--- src/shared/icc_pkg.sv ---
// constants, opcodes and register map for the interrupt coprocessor
// Function
// - rising request edge sets its own latch
// - highest pending line wins, line 0 first
// - request edges latched every pclk, acted on once per instruction cycle end
// - vectors: line 0->4, 1->5, 2->6
// - service pushes the address of the instruction ending the cycle onto stack
// - service disables storage, drives vector jump
// - suspend low one cycle during source change
// - mask blocks service, latches keep state
// - inhibit input high blocks all service
// - clear-requests opcode clears all latches only
// - track level; preempt only by strictly higher
// - return pops, disables storage, drives jump
// - return also suspends controller one cycle
// - five special opcodes decoded from instruction bus
// - save-link pushes; program performs the jump
// - full flag high while four entries used
// - controller master clock is the timing reference
// - instruction bus driven only in forced cycles
// - save-link pushes own address plus two/one
// - mask auto-set at zero/service, cleared irq-return
// - push on full overwrites oldest entry
`default_nettype none
package icc_pkg;
  localparam int ADDR_W      = 13;
  localparam int INSTR_W     = 16;
  localparam int NUM_IRQ     = 3;
  localparam int STACK_DEPTH = 4;
  localparam int ENTRY_W     = 16;  // {is_irq, prev_lvl[1:0], addr[12:0]}
  localparam int ENT_IRQ_BIT = 15;
  localparam int ENT_LVL_LSB = 13;

  localparam logic [2:0] STACK_FULL_CNT = 3'h4;

  // special opcodes, instruction word bit 15 is the bus MSB
  localparam logic [INSTR_W-1:0] OP_SET_MASK  = 16'h0505;
  localparam logic [INSTR_W-1:0] OP_CLR_MASK  = 16'h0404;
  localparam logic [INSTR_W-1:0] OP_RETURN    = 16'h0606;
  localparam logic [INSTR_W-1:0] OP_SAVE_LINK = 16'h0303;
  localparam logic [INSTR_W-1:0] OP_CLR_REQ   = 16'h0202;

  // forced jump word: prefix in the top bits, target below
  localparam logic [2:0]        JMP_PREFIX = 3'h7;
  localparam logic [ADDR_W-1:0] VEC_BASE   = 13'h0004;
  localparam logic [ADDR_W-1:0] ADDR_ZERO  = 13'h0000;
  localparam logic [1:0]        LVL_NONE   = 2'h3;

  // apb register map
  localparam logic [11:0] CTRL_OFS   = 12'h000;
  localparam logic [11:0] STATUS_OFS = 12'h004;
  localparam logic [31:0] CTRL_RESET = 32'h0000_0001;
  localparam int CTRL_EN_BIT   = 0;
  localparam int ST_PEND_LSB   = 0;
  localparam int ST_MASK_BIT   = 3;
  localparam int ST_LVL_LSB    = 4;
  localparam int ST_DEPTH_LSB  = 6;
  localparam int ST_FULL_BIT   = 9;
  localparam int ST_OVF_BIT    = 10;
  localparam int ST_INHIB_BIT  = 11;
  localparam int ST_STATE_LSB  = 12;

  typedef enum logic [1:0] {
    ST_IDLE  = 2'b00,
    ST_HALT  = 2'b01,
    ST_FORCE = 2'b10
  } seq_state_t;
endpackage : icc_pkg
`default_nettype wire

--- src/return_stack.sv ---
// four-entry circular return stack that overwrites its oldest entry
`timescale 1ns/100ps
`default_nettype none
module return_stack
  import icc_pkg::*;
(
  // clock and reset
  input  wire logic               clk,
  input  wire logic               rst_n,
  // control
  input  wire logic               clear,
  input  wire logic               push,
  input  wire logic               pop,
  input  wire logic [ENTRY_W-1:0] push_data,
  // state
  output logic      [ENTRY_W-1:0] top_data,
  output logic      [2:0]         depth,
  output logic                    full,
  output logic                    overflow
);
  logic [ENTRY_W-1:0] entry_reg [STACK_DEPTH];
  logic [1:0]         ptr_reg;
  logic [2:0]         count_reg;
  logic               ovf_reg;

  // one storage word per entry, written at the write pointer
  genvar i;
  generate
    for (i = 0; i < STACK_DEPTH; i++) begin : g_entry
      always_ff @(posedge clk or negedge rst_n) begin
        if (!rst_n) begin
          entry_reg[i] <= '0;
        end else if (push && ptr_reg == 2'(i)) begin
          entry_reg[i] <= push_data;
        end
      end
    end
  endgenerate

  // pointer wraps, so a push on a full stack lands on the oldest word
  always_ff @(posedge clk or negedge rst_n) begin
    if (!rst_n) begin
      ptr_reg   <= 2'h0;
      count_reg <= 3'h0;
      ovf_reg   <= 1'b0;
    end else if (clear) begin
      ptr_reg   <= 2'h0;
      count_reg <= 3'h0;
      ovf_reg   <= 1'b0;
    end else if (push) begin
      ptr_reg <= ptr_reg + 2'h1;
      if (count_reg == STACK_FULL_CNT) begin
        ovf_reg <= 1'b1;  // oldest entry overwritten, depth stays at four
      end else begin
        count_reg <= count_reg + 3'h1;
      end
    end else if (pop && count_reg != 3'h0) begin
      ptr_reg   <= ptr_reg - 2'h1;
      count_reg <= count_reg - 3'h1;
    end
  end

  assign top_data = entry_reg[ptr_reg - 2'h1];
  assign depth    = count_reg;
  assign full     = (count_reg == STACK_FULL_CNT);
  assign overflow = ovf_reg;
endmodule : return_stack
`default_nettype wire

--- src/irq_coprocessor.sv ---
// interrupt and subroutine coprocessor beside a 16-bit microcontroller
//
// The placing of the registers and the APB register port were chosen for this implementation.
`timescale 1ns/100ps
`default_nettype none
module irq_coprocessor
  import icc_pkg::*;
(
  // clock and reset
  input  wire logic               pclk,
  input  wire logic               presetn,
  // apb slave
  input  wire logic [11:0]        paddr,
  input  wire logic               psel,
  input  wire logic               penable,
  input  wire logic               pwrite,
  input  wire logic [31:0]        pwdata,
  output logic      [31:0]        prdata,
  output logic                    pready,
  output logic                    pslverr,
  // controller buses
  input  wire logic               mclk_in,
  input  wire logic [ADDR_W-1:0]  prog_addr_bus,
  input  wire logic [INSTR_W-1:0] instr_bus_in,
  output logic      [INSTR_W-1:0] instr_bus_out,
  output logic                    instr_bus_oe,
  output logic                    prog_disable,
  output logic                    suspend_n,
  // interrupt pins and flags
  input  wire logic [NUM_IRQ-1:0] irq_req_in,
  input  wire logic               irq_inhibit_in,
  output logic                    stack_full_flag
);
  // synchronisers: stage 1 is read only by stage 2
  logic               mclk_s1, mclk_s2, mclk_s3;
  logic [NUM_IRQ-1:0] irq_s1, irq_s2, irq_s3;
  logic               inh_s1, inh_s2;
  logic [ADDR_W-1:0]  addr_s1, addr_s2;
  logic [INSTR_W-1:0] instr_s1, instr_s2;

  // core state
  seq_state_t         state_reg;
  logic [NUM_IRQ-1:0] irq_latch_reg;
  logic               mask_reg;
  logic               hold_reg;
  logic [1:0]         active_lvl_reg;
  logic [ADDR_W-1:0]  force_addr_reg;
  logic               ctrl_en_reg;

  // output flops
  logic [INSTR_W-1:0] instr_out_reg;
  logic               instr_oe_reg;
  logic               prog_disable_reg;
  logic               suspend_n_reg;
  logic               stack_full_reg;
  logic [31:0]        prdata_reg;
  logic               pready_reg;
  logic               pslverr_reg;

  // decode terms
  logic               cyc_end;
  logic               zero_hit;
  logic               decode_ok;
  logic               op_set_mask, op_clr_mask, op_return, op_save_link, op_clr_req;
  logic [NUM_IRQ-1:0] irq_rise;
  logic               any_pend;
  logic [1:0]         win_lvl;
  logic               svc_go;
  logic [NUM_IRQ-1:0] clr_vec;
  logic [ADDR_W-1:0]  link_addr;
  logic               stk_push;
  logic [ENTRY_W-1:0] stk_push_data;
  logic [ENTRY_W-1:0] stk_top;
  logic [2:0]         stk_depth;
  logic               stk_full;
  logic               stk_ovf;
  logic               top_is_irq;
  logic [1:0]         top_prev_lvl;

  // two-flop capture of every controller and interrupt pin; third stage only for edge detection
  always_ff @(posedge pclk or negedge presetn) begin
    if (!presetn) begin
      mclk_s1  <= 1'b0;
      mclk_s2  <= 1'b0;
      mclk_s3  <= 1'b0;
      irq_s1   <= '0;
      irq_s2   <= '0;
      irq_s3   <= '0;
      inh_s1   <= 1'b0;
      inh_s2   <= 1'b0;
      addr_s1  <= '0;
      addr_s2  <= '0;
      instr_s1 <= '0;
      instr_s2 <= '0;
    end else begin
      mclk_s1  <= mclk_in;
      mclk_s2  <= mclk_s1;
      mclk_s3  <= mclk_s2;
      irq_s1   <= irq_req_in;
      irq_s2   <= irq_s1;
      irq_s3   <= irq_s2;
      inh_s1   <= irq_inhibit_in;
      inh_s2   <= inh_s1;
      addr_s1  <= prog_addr_bus;
      addr_s2  <= addr_s1;
      instr_s1 <= instr_bus_in;
      instr_s2 <= instr_s1;
    end
  end

  // the master clock rise closes one instruction cycle
  assign cyc_end  = mclk_s2 & ~mclk_s3;
  assign zero_hit = cyc_end && (addr_s2 == ADDR_ZERO);
  assign irq_rise = irq_s2 & ~irq_s3;

  // special opcodes only while memory feeds the bus and not at address zero
  assign decode_ok    = cyc_end && (state_reg == ST_IDLE) && !zero_hit;
  assign op_set_mask  = decode_ok && (instr_s2 == OP_SET_MASK);
  assign op_clr_mask  = decode_ok && (instr_s2 == OP_CLR_MASK);
  assign op_return    = decode_ok && (instr_s2 == OP_RETURN);
  assign op_save_link = decode_ok && (instr_s2 == OP_SAVE_LINK);
  assign op_clr_req   = decode_ok && (instr_s2 == OP_CLR_REQ);

  // fixed priority, line 0 first
  assign any_pend = |irq_latch_reg;
  assign win_lvl  = irq_latch_reg[0] ? 2'h0 : (irq_latch_reg[1] ? 2'h1 : 2'h2);

  // service gate: mask, inhibit pin, software enable, nesting level
  assign svc_go = decode_ok && !op_return && !op_save_link && !hold_reg
                  && !mask_reg && !inh_s2 && ctrl_en_reg && any_pend
                  && (win_lvl < active_lvl_reg);

  // latch clears: whole set on opcode, the winner on service
  always_comb begin
    clr_vec = '0;
    if (op_clr_req) begin
      clr_vec = '1;
    end else if (svc_go) begin
      clr_vec[win_lvl] = 1'b1;
    end
  end

  // request latches; a rising edge wins over an opcode or service clear in the same cycle, not over address zero
  always_ff @(posedge pclk or negedge presetn) begin
    if (!presetn) begin
      irq_latch_reg <= '0;
    end else if (zero_hit) begin
      irq_latch_reg <= '0;  // address zero resets and latches nothing
    end else begin
      irq_latch_reg <= (irq_latch_reg & ~clr_vec) | irq_rise;
    end
  end

  // link address: odd slot skips the following jump, even slot does not
  assign link_addr = addr_s2[0] ? addr_s2 + 13'h0002 : addr_s2 + 13'h0001;

  // push return addresses for service and save-link
  assign stk_push      = svc_go || op_save_link;
  assign stk_push_data = svc_go ? {1'b1, active_lvl_reg, addr_s2} : {1'b0, LVL_NONE, link_addr};
  assign top_is_irq    = stk_top[ENT_IRQ_BIT];
  assign top_prev_lvl  = stk_top[ENT_LVL_LSB +: 2];

  return_stack u_stack (
    .clk       (pclk),
    .rst_n     (presetn),
    .clear     (zero_hit),
    .push      (stk_push),
    .pop       (op_return),
    .push_data (stk_push_data),
    .top_data  (stk_top),
    .depth     (stk_depth),
    .full      (stk_full),
    .overflow  (stk_ovf)
  );

  // mask: set at zero and on service, cleared by interrupt return
  always_ff @(posedge pclk or negedge presetn) begin
    if (!presetn) begin
      mask_reg <= 1'b1;
    end else if (zero_hit || svc_go) begin
      mask_reg <= 1'b1;
    end else if (op_return && top_is_irq) begin
      mask_reg <= 1'b0;  // subroutine return leaves the mask alone
    end else if (op_set_mask) begin
      mask_reg <= 1'b1;
    end else if (op_clr_mask) begin
      mask_reg <= 1'b0;
    end
  end

  // level in service; restored from the entry when its routine returns
  always_ff @(posedge pclk or negedge presetn) begin
    if (!presetn) begin
      active_lvl_reg <= LVL_NONE;
    end else if (zero_hit) begin
      active_lvl_reg <= LVL_NONE;
    end else if (svc_go) begin
      active_lvl_reg <= win_lvl;
    end else if (op_return && top_is_irq) begin
      active_lvl_reg <= top_prev_lvl;
    end
  end

  // no service on the instruction right after a save-link or return, keeps the stack sane
  always_ff @(posedge pclk or negedge presetn) begin
    if (!presetn) begin
      hold_reg <= 1'b0;
    end else if (zero_hit) begin
      hold_reg <= 1'b0;
    end else if (op_save_link || op_return) begin
      hold_reg <= 1'b1;
    end else if (decode_ok) begin
      hold_reg <= 1'b0;
    end
  end

  // forced jump sequence: one suspended cycle, then one driven cycle
  always_ff @(posedge pclk or negedge presetn) begin
    if (!presetn) begin
      state_reg        <= ST_IDLE;
      force_addr_reg   <= '0;
      suspend_n_reg    <= 1'b1;
      prog_disable_reg <= 1'b0;
      instr_oe_reg     <= 1'b0;
      instr_out_reg    <= '0;
    end else if (zero_hit) begin
      state_reg        <= ST_IDLE;
      suspend_n_reg    <= 1'b1;
      prog_disable_reg <= 1'b0;
      instr_oe_reg     <= 1'b0;
    end else if (cyc_end) begin
      case (state_reg)
        ST_IDLE: begin
          if (svc_go) begin
            state_reg      <= ST_HALT;
            force_addr_reg <= VEC_BASE + {11'h000, win_lvl};
            suspend_n_reg  <= 1'b0;
          end else if (op_return) begin
            state_reg      <= ST_HALT;
            force_addr_reg <= stk_top[ADDR_W-1:0];
            suspend_n_reg  <= 1'b0;
          end
        end
        ST_HALT: begin
          state_reg        <= ST_FORCE;
          suspend_n_reg    <= 1'b1;
          prog_disable_reg <= 1'b1;
          instr_oe_reg     <= 1'b1;
          instr_out_reg    <= {JMP_PREFIX, force_addr_reg};
        end
        ST_FORCE: begin
          state_reg        <= ST_IDLE;
          prog_disable_reg <= 1'b0;
          instr_oe_reg     <= 1'b0;
        end
        default: begin
          state_reg        <= ST_IDLE;
          suspend_n_reg    <= 1'b1;
          prog_disable_reg <= 1'b0;
          instr_oe_reg     <= 1'b0;
        end
      endcase
    end
  end

  // full flag re-timed so the pin leaves a flop
  always_ff @(posedge pclk or negedge presetn) begin
    if (!presetn) begin
      stack_full_reg <= 1'b0;
    end else begin
      stack_full_reg <= stk_full;
    end
  end

  // apb control register: service enable
  always_ff @(posedge pclk or negedge presetn) begin
    if (!presetn) begin
      ctrl_en_reg <= CTRL_RESET[CTRL_EN_BIT];
    end else if (psel && penable && pready_reg && pwrite && paddr == CTRL_OFS) begin
      ctrl_en_reg <= pwdata[CTRL_EN_BIT];
    end
  end

  // apb answer prepared in the setup cycle, so every access takes one access cycle
  always_ff @(posedge pclk or negedge presetn) begin
    if (!presetn) begin
      pready_reg  <= 1'b0;
      pslverr_reg <= 1'b0;
      prdata_reg  <= '0;
    end else begin
      pready_reg  <= psel && !penable;
      pslverr_reg <= 1'b0;
      prdata_reg  <= '0;
      if (psel && !penable) begin
        case (paddr)
          CTRL_OFS: begin
            prdata_reg[CTRL_EN_BIT] <= ctrl_en_reg;
          end
          STATUS_OFS: begin
            prdata_reg[ST_PEND_LSB +: NUM_IRQ] <= irq_latch_reg;
            prdata_reg[ST_MASK_BIT]            <= mask_reg;
            prdata_reg[ST_LVL_LSB +: 2]        <= active_lvl_reg;
            prdata_reg[ST_DEPTH_LSB +: 3]      <= stk_depth;
            prdata_reg[ST_FULL_BIT]            <= stk_full;
            prdata_reg[ST_OVF_BIT]             <= stk_ovf;
            prdata_reg[ST_INHIB_BIT]           <= inh_s2;
            prdata_reg[ST_STATE_LSB +: 2]      <= state_reg;
          end
          default: begin
            pslverr_reg <= 1'b1;  // unmapped word
          end
        endcase
      end
    end
  end

  assign prdata          = prdata_reg;
  assign pready          = pready_reg;
  assign pslverr         = pslverr_reg;
  assign instr_bus_out   = instr_out_reg;
  assign instr_bus_oe    = instr_oe_reg;
  assign prog_disable    = prog_disable_reg;
  assign suspend_n       = suspend_n_reg;
  assign stack_full_flag = stack_full_reg;

  // checks
  AST_LATCH_SET: assert property (@(posedge pclk) disable iff (!presetn)
    (irq_rise[1] && !zero_hit) |=> irq_latch_reg[1])
    else $error("request edge did not set its latch");

  AST_PRIORITY: assert property (@(posedge pclk) disable iff (!presetn)
    (svc_go && irq_latch_reg[0]) |-> (win_lvl == 2'h0) ##1 (!irq_latch_reg[0] || $past(irq_rise[0])))
    else $error("line 0 not served first");

  AST_SAMPLE_END: assert property (@(posedge pclk) disable iff (!presetn)
    svc_go |-> cyc_end && $past(!mclk_s2))
    else $error("service outside cycle end");

  AST_VECTOR: assert property (@(posedge pclk) disable iff (!presetn)
    svc_go |=> force_addr_reg == VEC_BASE + {11'h000, $past(win_lvl)})
    else $error("wrong vector address");

  AST_HALT_START: assert property (@(posedge pclk) disable iff (!presetn)
    $fell(suspend_n_reg) |-> $past(cyc_end) && state_reg == ST_HALT)
    else $error("suspend fell off a cycle end");

  AST_MASK_BLOCK: assert property (@(posedge pclk) disable iff (!presetn)
    mask_reg |-> !svc_go)
    else $error("serviced while masked");

  AST_INHIBIT: assert property (@(posedge pclk) disable iff (!presetn)
    inh_s2 |-> !svc_go)
    else $error("serviced while inhibited");

  AST_CLEAR_REQ: assert property (@(posedge pclk) disable iff (!presetn)
    (op_clr_req && irq_rise == '0) |=> irq_latch_reg == '0)
    else $error("clear opcode left a latch set");

  AST_NESTING: assert property (@(posedge pclk) disable iff (!presetn)
    svc_go |-> win_lvl < active_lvl_reg ##1 active_lvl_reg == $past(win_lvl))
    else $error("nesting level broken");

  AST_FORCE_DRIVE: assert property (@(posedge pclk) disable iff (!presetn)
    $rose(prog_disable_reg) |-> instr_oe_reg && suspend_n_reg && $past(!suspend_n_reg))
    else $error("forced jump not preceded by suspend");

  AST_BUS_IDLE: assert property (@(posedge pclk) disable iff (!presetn)
    (state_reg != ST_FORCE) |-> !instr_oe_reg && !prog_disable_reg)
    else $error("bus driven outside forced cycle");

  AST_FULL: assert property (@(posedge pclk) disable iff (!presetn)
    (stk_depth == STACK_FULL_CNT) |=> stack_full_flag)
    else $error("full flag missing");

  AST_MASK_AUTO: assert property (@(posedge pclk) disable iff (!presetn)
    (svc_go || zero_hit) |=> mask_reg)
    else $error("mask not set automatically");
endmodule : irq_coprocessor
`default_nettype wire

--- config.mk ---
export PLATFORM = sky130hd
export DESIGN_NAME = irq_coprocessor
export DESIGN_NICKNAME = d
export VERILOG_FILES = /design/src/shared/icc_pkg.sv /design/src/return_stack.sv /design/src/irq_coprocessor.sv
export SDC_FILE = /design/constraint.sdc
export NUM_CORES = 1
export LEC_CHECK = 0
export ABC_AREA = 1
export BUFFER_PORTS_ARGS = -buffer_cell sky130_fd_sc_hd__buf_2
export CAP_MARGIN = 30
export CORE_ASPECT_RATIO = 0.75
export CORE_MARGIN = 2
export CORE_UTILIZATION = 61
export DETAILED_ROUTE_END_ITERATION = 6
export PLACE_DENSITY = 0.93
export SLEW_MARGIN = 20
export SYNTH_ARGS = -nofsm -noshare
export SYNTH_HDL_FRONTEND = slang
export SYNTH_HIERARCHICAL = 1
export SYNTH_SLANG_ARGS = --single-unit
export TNS_END_PERCENT = 10
--- constraint.sdc ---
create_clock -name pclk -period 4.02 [get_ports pclk]
set_input_delay 0 -clock pclk [delete_from_list [all_inputs] [get_ports pclk]]
set_output_delay 0 -clock pclk [all_outputs]
set_load 0.005 [all_outputs]
==> impl_metrics.py <==
metrics = {
    "run_status": {
        "outcome": "finished clean",
    },
    "critical_path": {
        "slowest_stage": "fa_1",
        "rr_endpoint": "u_stack/depth[1]$_DFFE_PN0P_",
        "path_max_fanout": 23,
        "slowest_delay_ns": 0.60,
        "r2r_cells": 12,
        "crit_type": "flop to flop",
        "path_buf_inv": 1,
        "rrSetupSlack_ns": 0.99,
        "critPathCaptureType": "flop",
        "critPathRequiredTime_ns": 4.34,
        "arrival_ns": 3.35,
        "crit_chain": "nor2_1, ha_1, a21boi_0, nor2_1, nand2_1, inv_2, nand2_2, nand2_1, fa_1, nor2_1, nand3_1, nand2_1",
        "timing.rr.start": "irq_latch_reg[0]$_DFF_PN0_",
        "cp_top_family": "simple AND/OR/NAND/NOR gates",
        "startpoint_type": "flop",
        "cp.depth": 12,
        "cp-startpoint": "irq_latch_reg[0]$_DFF_PN0_",
    },
    "timing": {
        "worst_pin_slew_ns": 0.6992,
        "finClkSkew_ns": 0.01048,
        "slew_viol_final": 0,
        "rsz0062_at_grt": "false",
        "fin_crit_sh_pct": 75.38,
        "finalHoldViolations": 0,
        "maxSlewHeadroom_pct": 53.21,
        "setup_viol": 0,
        "max_freq_mhz": 330.0,
        "period_needed_ns": 3.030,
        "tns_ns": 0,
    },
    "pwr": {
        "p_leak_nw": 4.973,
        "power.switching_uw": 888.5,
        "p_comb_share_pct": 5.0,
        "clockPowerShare_pct": 43.8,
        "pwr-share-seq_pct": 51.2,
        "internal_power_mw": 3.113,
        "power.density_mw_per_mm2": 401.3,
        "p_sw_share_pct": 22.20,
        "peakVddDrop_mv": 0.3422,
    },
    "final_layout": {
        "area_delta_synth_final_pct": 17.19,
        "antenna_cells": 0,
        "finalNonFillerCells": 1226,
        "nets": 1130,
        "largest_register_ffs": 64,
        "final_layout_size_suffix_gt1_share_pct": 17.70,
        "fillerInstances": 908,
    },
    "die": {
        "std_cell_rows": 37,
        "fp.dieW_um": 140.4,
        "fp.coreArea_sq_mm": 0.01366,
        "start_util_pct": 62.30,
        "die_area_sq_mm": 0.01492,
        "ioPinCount": 137,
        "die_h_um": 106.3,
    },
    "clocking": {
        "clkTransAtPathRegs_ns": 0.07,
        "numCtsBuffers": 17,
        "cts_resized": 0,
        "clkSinkCount": 198,
        "root_buffer": "clkbuf_16",
        "clkLatencyLatePin_ns": 0.43,
        "clockBufferDepth": 2,
        "cts_max_level": 4,
        "cts_tree": "built",
    },
    "synthesis": {
        "synth-seq-area-share_pct": 58.31,
        "synth-seq-cells": 198,
        "synthTopCellsByArea": "dfrtp_1 57%, nand2_1 9.6%, o21ai_0 6.3%, nor2_1 3.8%, inv_1 2.7%",
        "yosys.area.top_type": "dfrtp_1",
        "yosysWarnings": 6,
        "synth.distinct_cells": 36,
        "yosys_most_used_dff": "dfrtp_1",
        "synth-edff-count": 0,
        "synthCells": 919,
        "synth_area_sq_mm": 0.008508,
        "async_flop_share_pct": 100.0,
        "syn_avg_cell_area_sq_um": 9.258,
        "synth.top_cell.area_share_pct": 56.76,
    },
    "detailed_routing": {
        "drtIter0Drc": 615,
        "dr_total_vias": 6747,
        "dr.pass1.iters": 5,
        "wl_per_cell_um": 15.49,
        "drt-total-wl_um": 18990,
        "drc": 0,
        "avgViaCountPerCell": 5.503,
        "ant_nets": 0,
    },
    "placement": {
        "dp.cells": 1152,
        "io_buffers": 87,
        "gp_routability_congestion": 0.9033,
        "dpl.hpwl_um": 11660,
    },
    "run": {
        "maxCapViolCount": 0,
    },
    "min_path": {
        "min_path_cells": 4,
        "whs_endpoint": "pslverr$_DFF_PN0_",
        "min-delay-start": "paddr[5]",
        "hp-class": "primary input to flop",
    },
    "global_route": {
        "track_usage_pct": 27.47,
        "grt_pass1_vias": 6464,
        "grt_pass1_wl_um": 31860,
        "antenna_found_initial": 0,
        "grt_max_degree": 120,
        "overflow": 0,
    },
}
## Yosys cell counts (all sizes together) (2+ instances only)
| master | instances |
|---|---|
| a21oi | 8 |
| buf | 50 |
| clkbuf | 4 |
| dfrtp | 193 |
| dfstp | 5 |
| ha | 8 |
| inv | 83 |
| nand2 | 228 |
| nand3 | 35 |
| nand3b | 4 |
| nand4 | 8 |
| nor2 | 98 |
| nor3 | 17 |
| o21ai | 139 |
| o22ai | 16 |
| or2 | 2 |
| xor2 | 12 |
## tightest hold or removal path: cells and delay by family
family,cells,cell delay (ns)
and+or+nand+nor,3,0.29
buffers and inverters,1,0.09
## final cells by class
cell class | instances | area [sq um] | share of cell area [%]
multi-input combinational | 600 | 2910 | 29.19
clock inverter | 12 | 163.9 | 1.644
sequential | 198 | 4961 | 49.76
timing repair buffer | 137 | 954.7 | 9.575
clock buffer | 20 | 446.7 | 4.480
inverter | 84 | 315.3 | 3.162
tap | 175 | 219.0 | 2.196
## cells by family after synthesis
group | share of synthesized area, %
AOI/OAI and AO/OA | 10.51
and+or+nand+nor | 20.12
other | 0.04408
xor gates and xnor gates | 1.235
DFF | 58.31
muxes | 0.1323
buffers and inverters | 8.235
adders and majority gates | 1.412
## how the worst max path moves through the flow
stage | endpoint | slack (ns)
6_report | u_stack/depth[1]$_DFFE_PN0P_ | 0.99
5_1_grt | u_stack/entry_reg[45]$_DFFE_PN0P_ | 0.81
4_1_cts | u_stack/depth[1]$_DFFE_PN0P_ | 1.09
3_5_place_dp | u_stack/entry_reg[61]$_DFFE_PN0P_ | 1.15
3_3_place_gp | u_stack/depth[2]$_DFFE_PN0P_ | 1.26
2_1_floorplan | u_stack/depth[1]$_DFFE_PN0P_ | 1.53
## power groups by stage
stage | sequential (mW) | combinational [mW] | clock (mW)
5_1_grt | 2.05 | 0.228 | 1.86
6_report | 2.05 | 0.201 | 1.75
3_3_place_gp | 2.08 | 0.160 | 0
3_5_place_dp | 2.09 | 0.165 | 0
2_1_floorplan | 2.08 | 0.0881 | 0
4_1_cts | 2.05 | 0.197 | 1.77
## metrics by stage
| step | setup slack, ns | util [%] | cell area (sq um) | hold WS, ns | total power, mW |
|---|---|---|---|---|---|
| 2_1_floorplan | 1.529 | - | 8572 | -0.2956 | 2.169 |
| 3_5_place_dp | 1.151 | 65.33 | 8922 | 0.1093 | 2.252 |
| 5_1_grt | 0.8084 | 73.01 | 9971 | 0.01980 | 4.139 |
| 6_report | 0.9898 | 73.01 | 9971 | 0.01234 | 4.002 |
| 3_3_place_gp | 1.257 | 65.33 | 8922 | 0.1073 | 2.244 |
| 4_1_cts | 1.095 | 72.81 | 9943 | 0.001367 | 4.012 |
## layer usage
layer / track usage [%] / wire, um
met3: 7.477 / 1587
met4: 10.17 / 399
met1: 36.68 / 8072
met5: 0 / 0
met2: 43.77 / 8933
## cell usage in the layout, fill, tap and decap left out, drive strengths merged, types with 2 or more instances in the layout
| master | count |
|---|---|
| nand2 | 228 |
| dfrtp | 193 |
| o21ai | 139 |
| nor2 | 98 |
| buf | 95 |
| inv | 88 |
| dlygate4sd3 | 41 |
| nand3 | 35 |
| clkbuf | 21 |
| conb | 18 |
| nor3 | 17 |
| o22ai | 16 |
| xor2 | 12 |
| a21oi | 8 |
| nand4 | 8 |
| ha | 8 |
| dfstp | 5 |
| nand3b | 4 |
| clkinvlp | 3 |
| bufinv | 3 |
| or2 | 2 |
| clkinv | 2 |
## repair_timing
action                     4_1_cts  5_1_grt
setup endpoints to repair        0        0
hold buffers                    41        0
hold endpoints to repair       159        0
setup buffers                    0        0
Note: power is estimated with default switching activity, not from simulation.
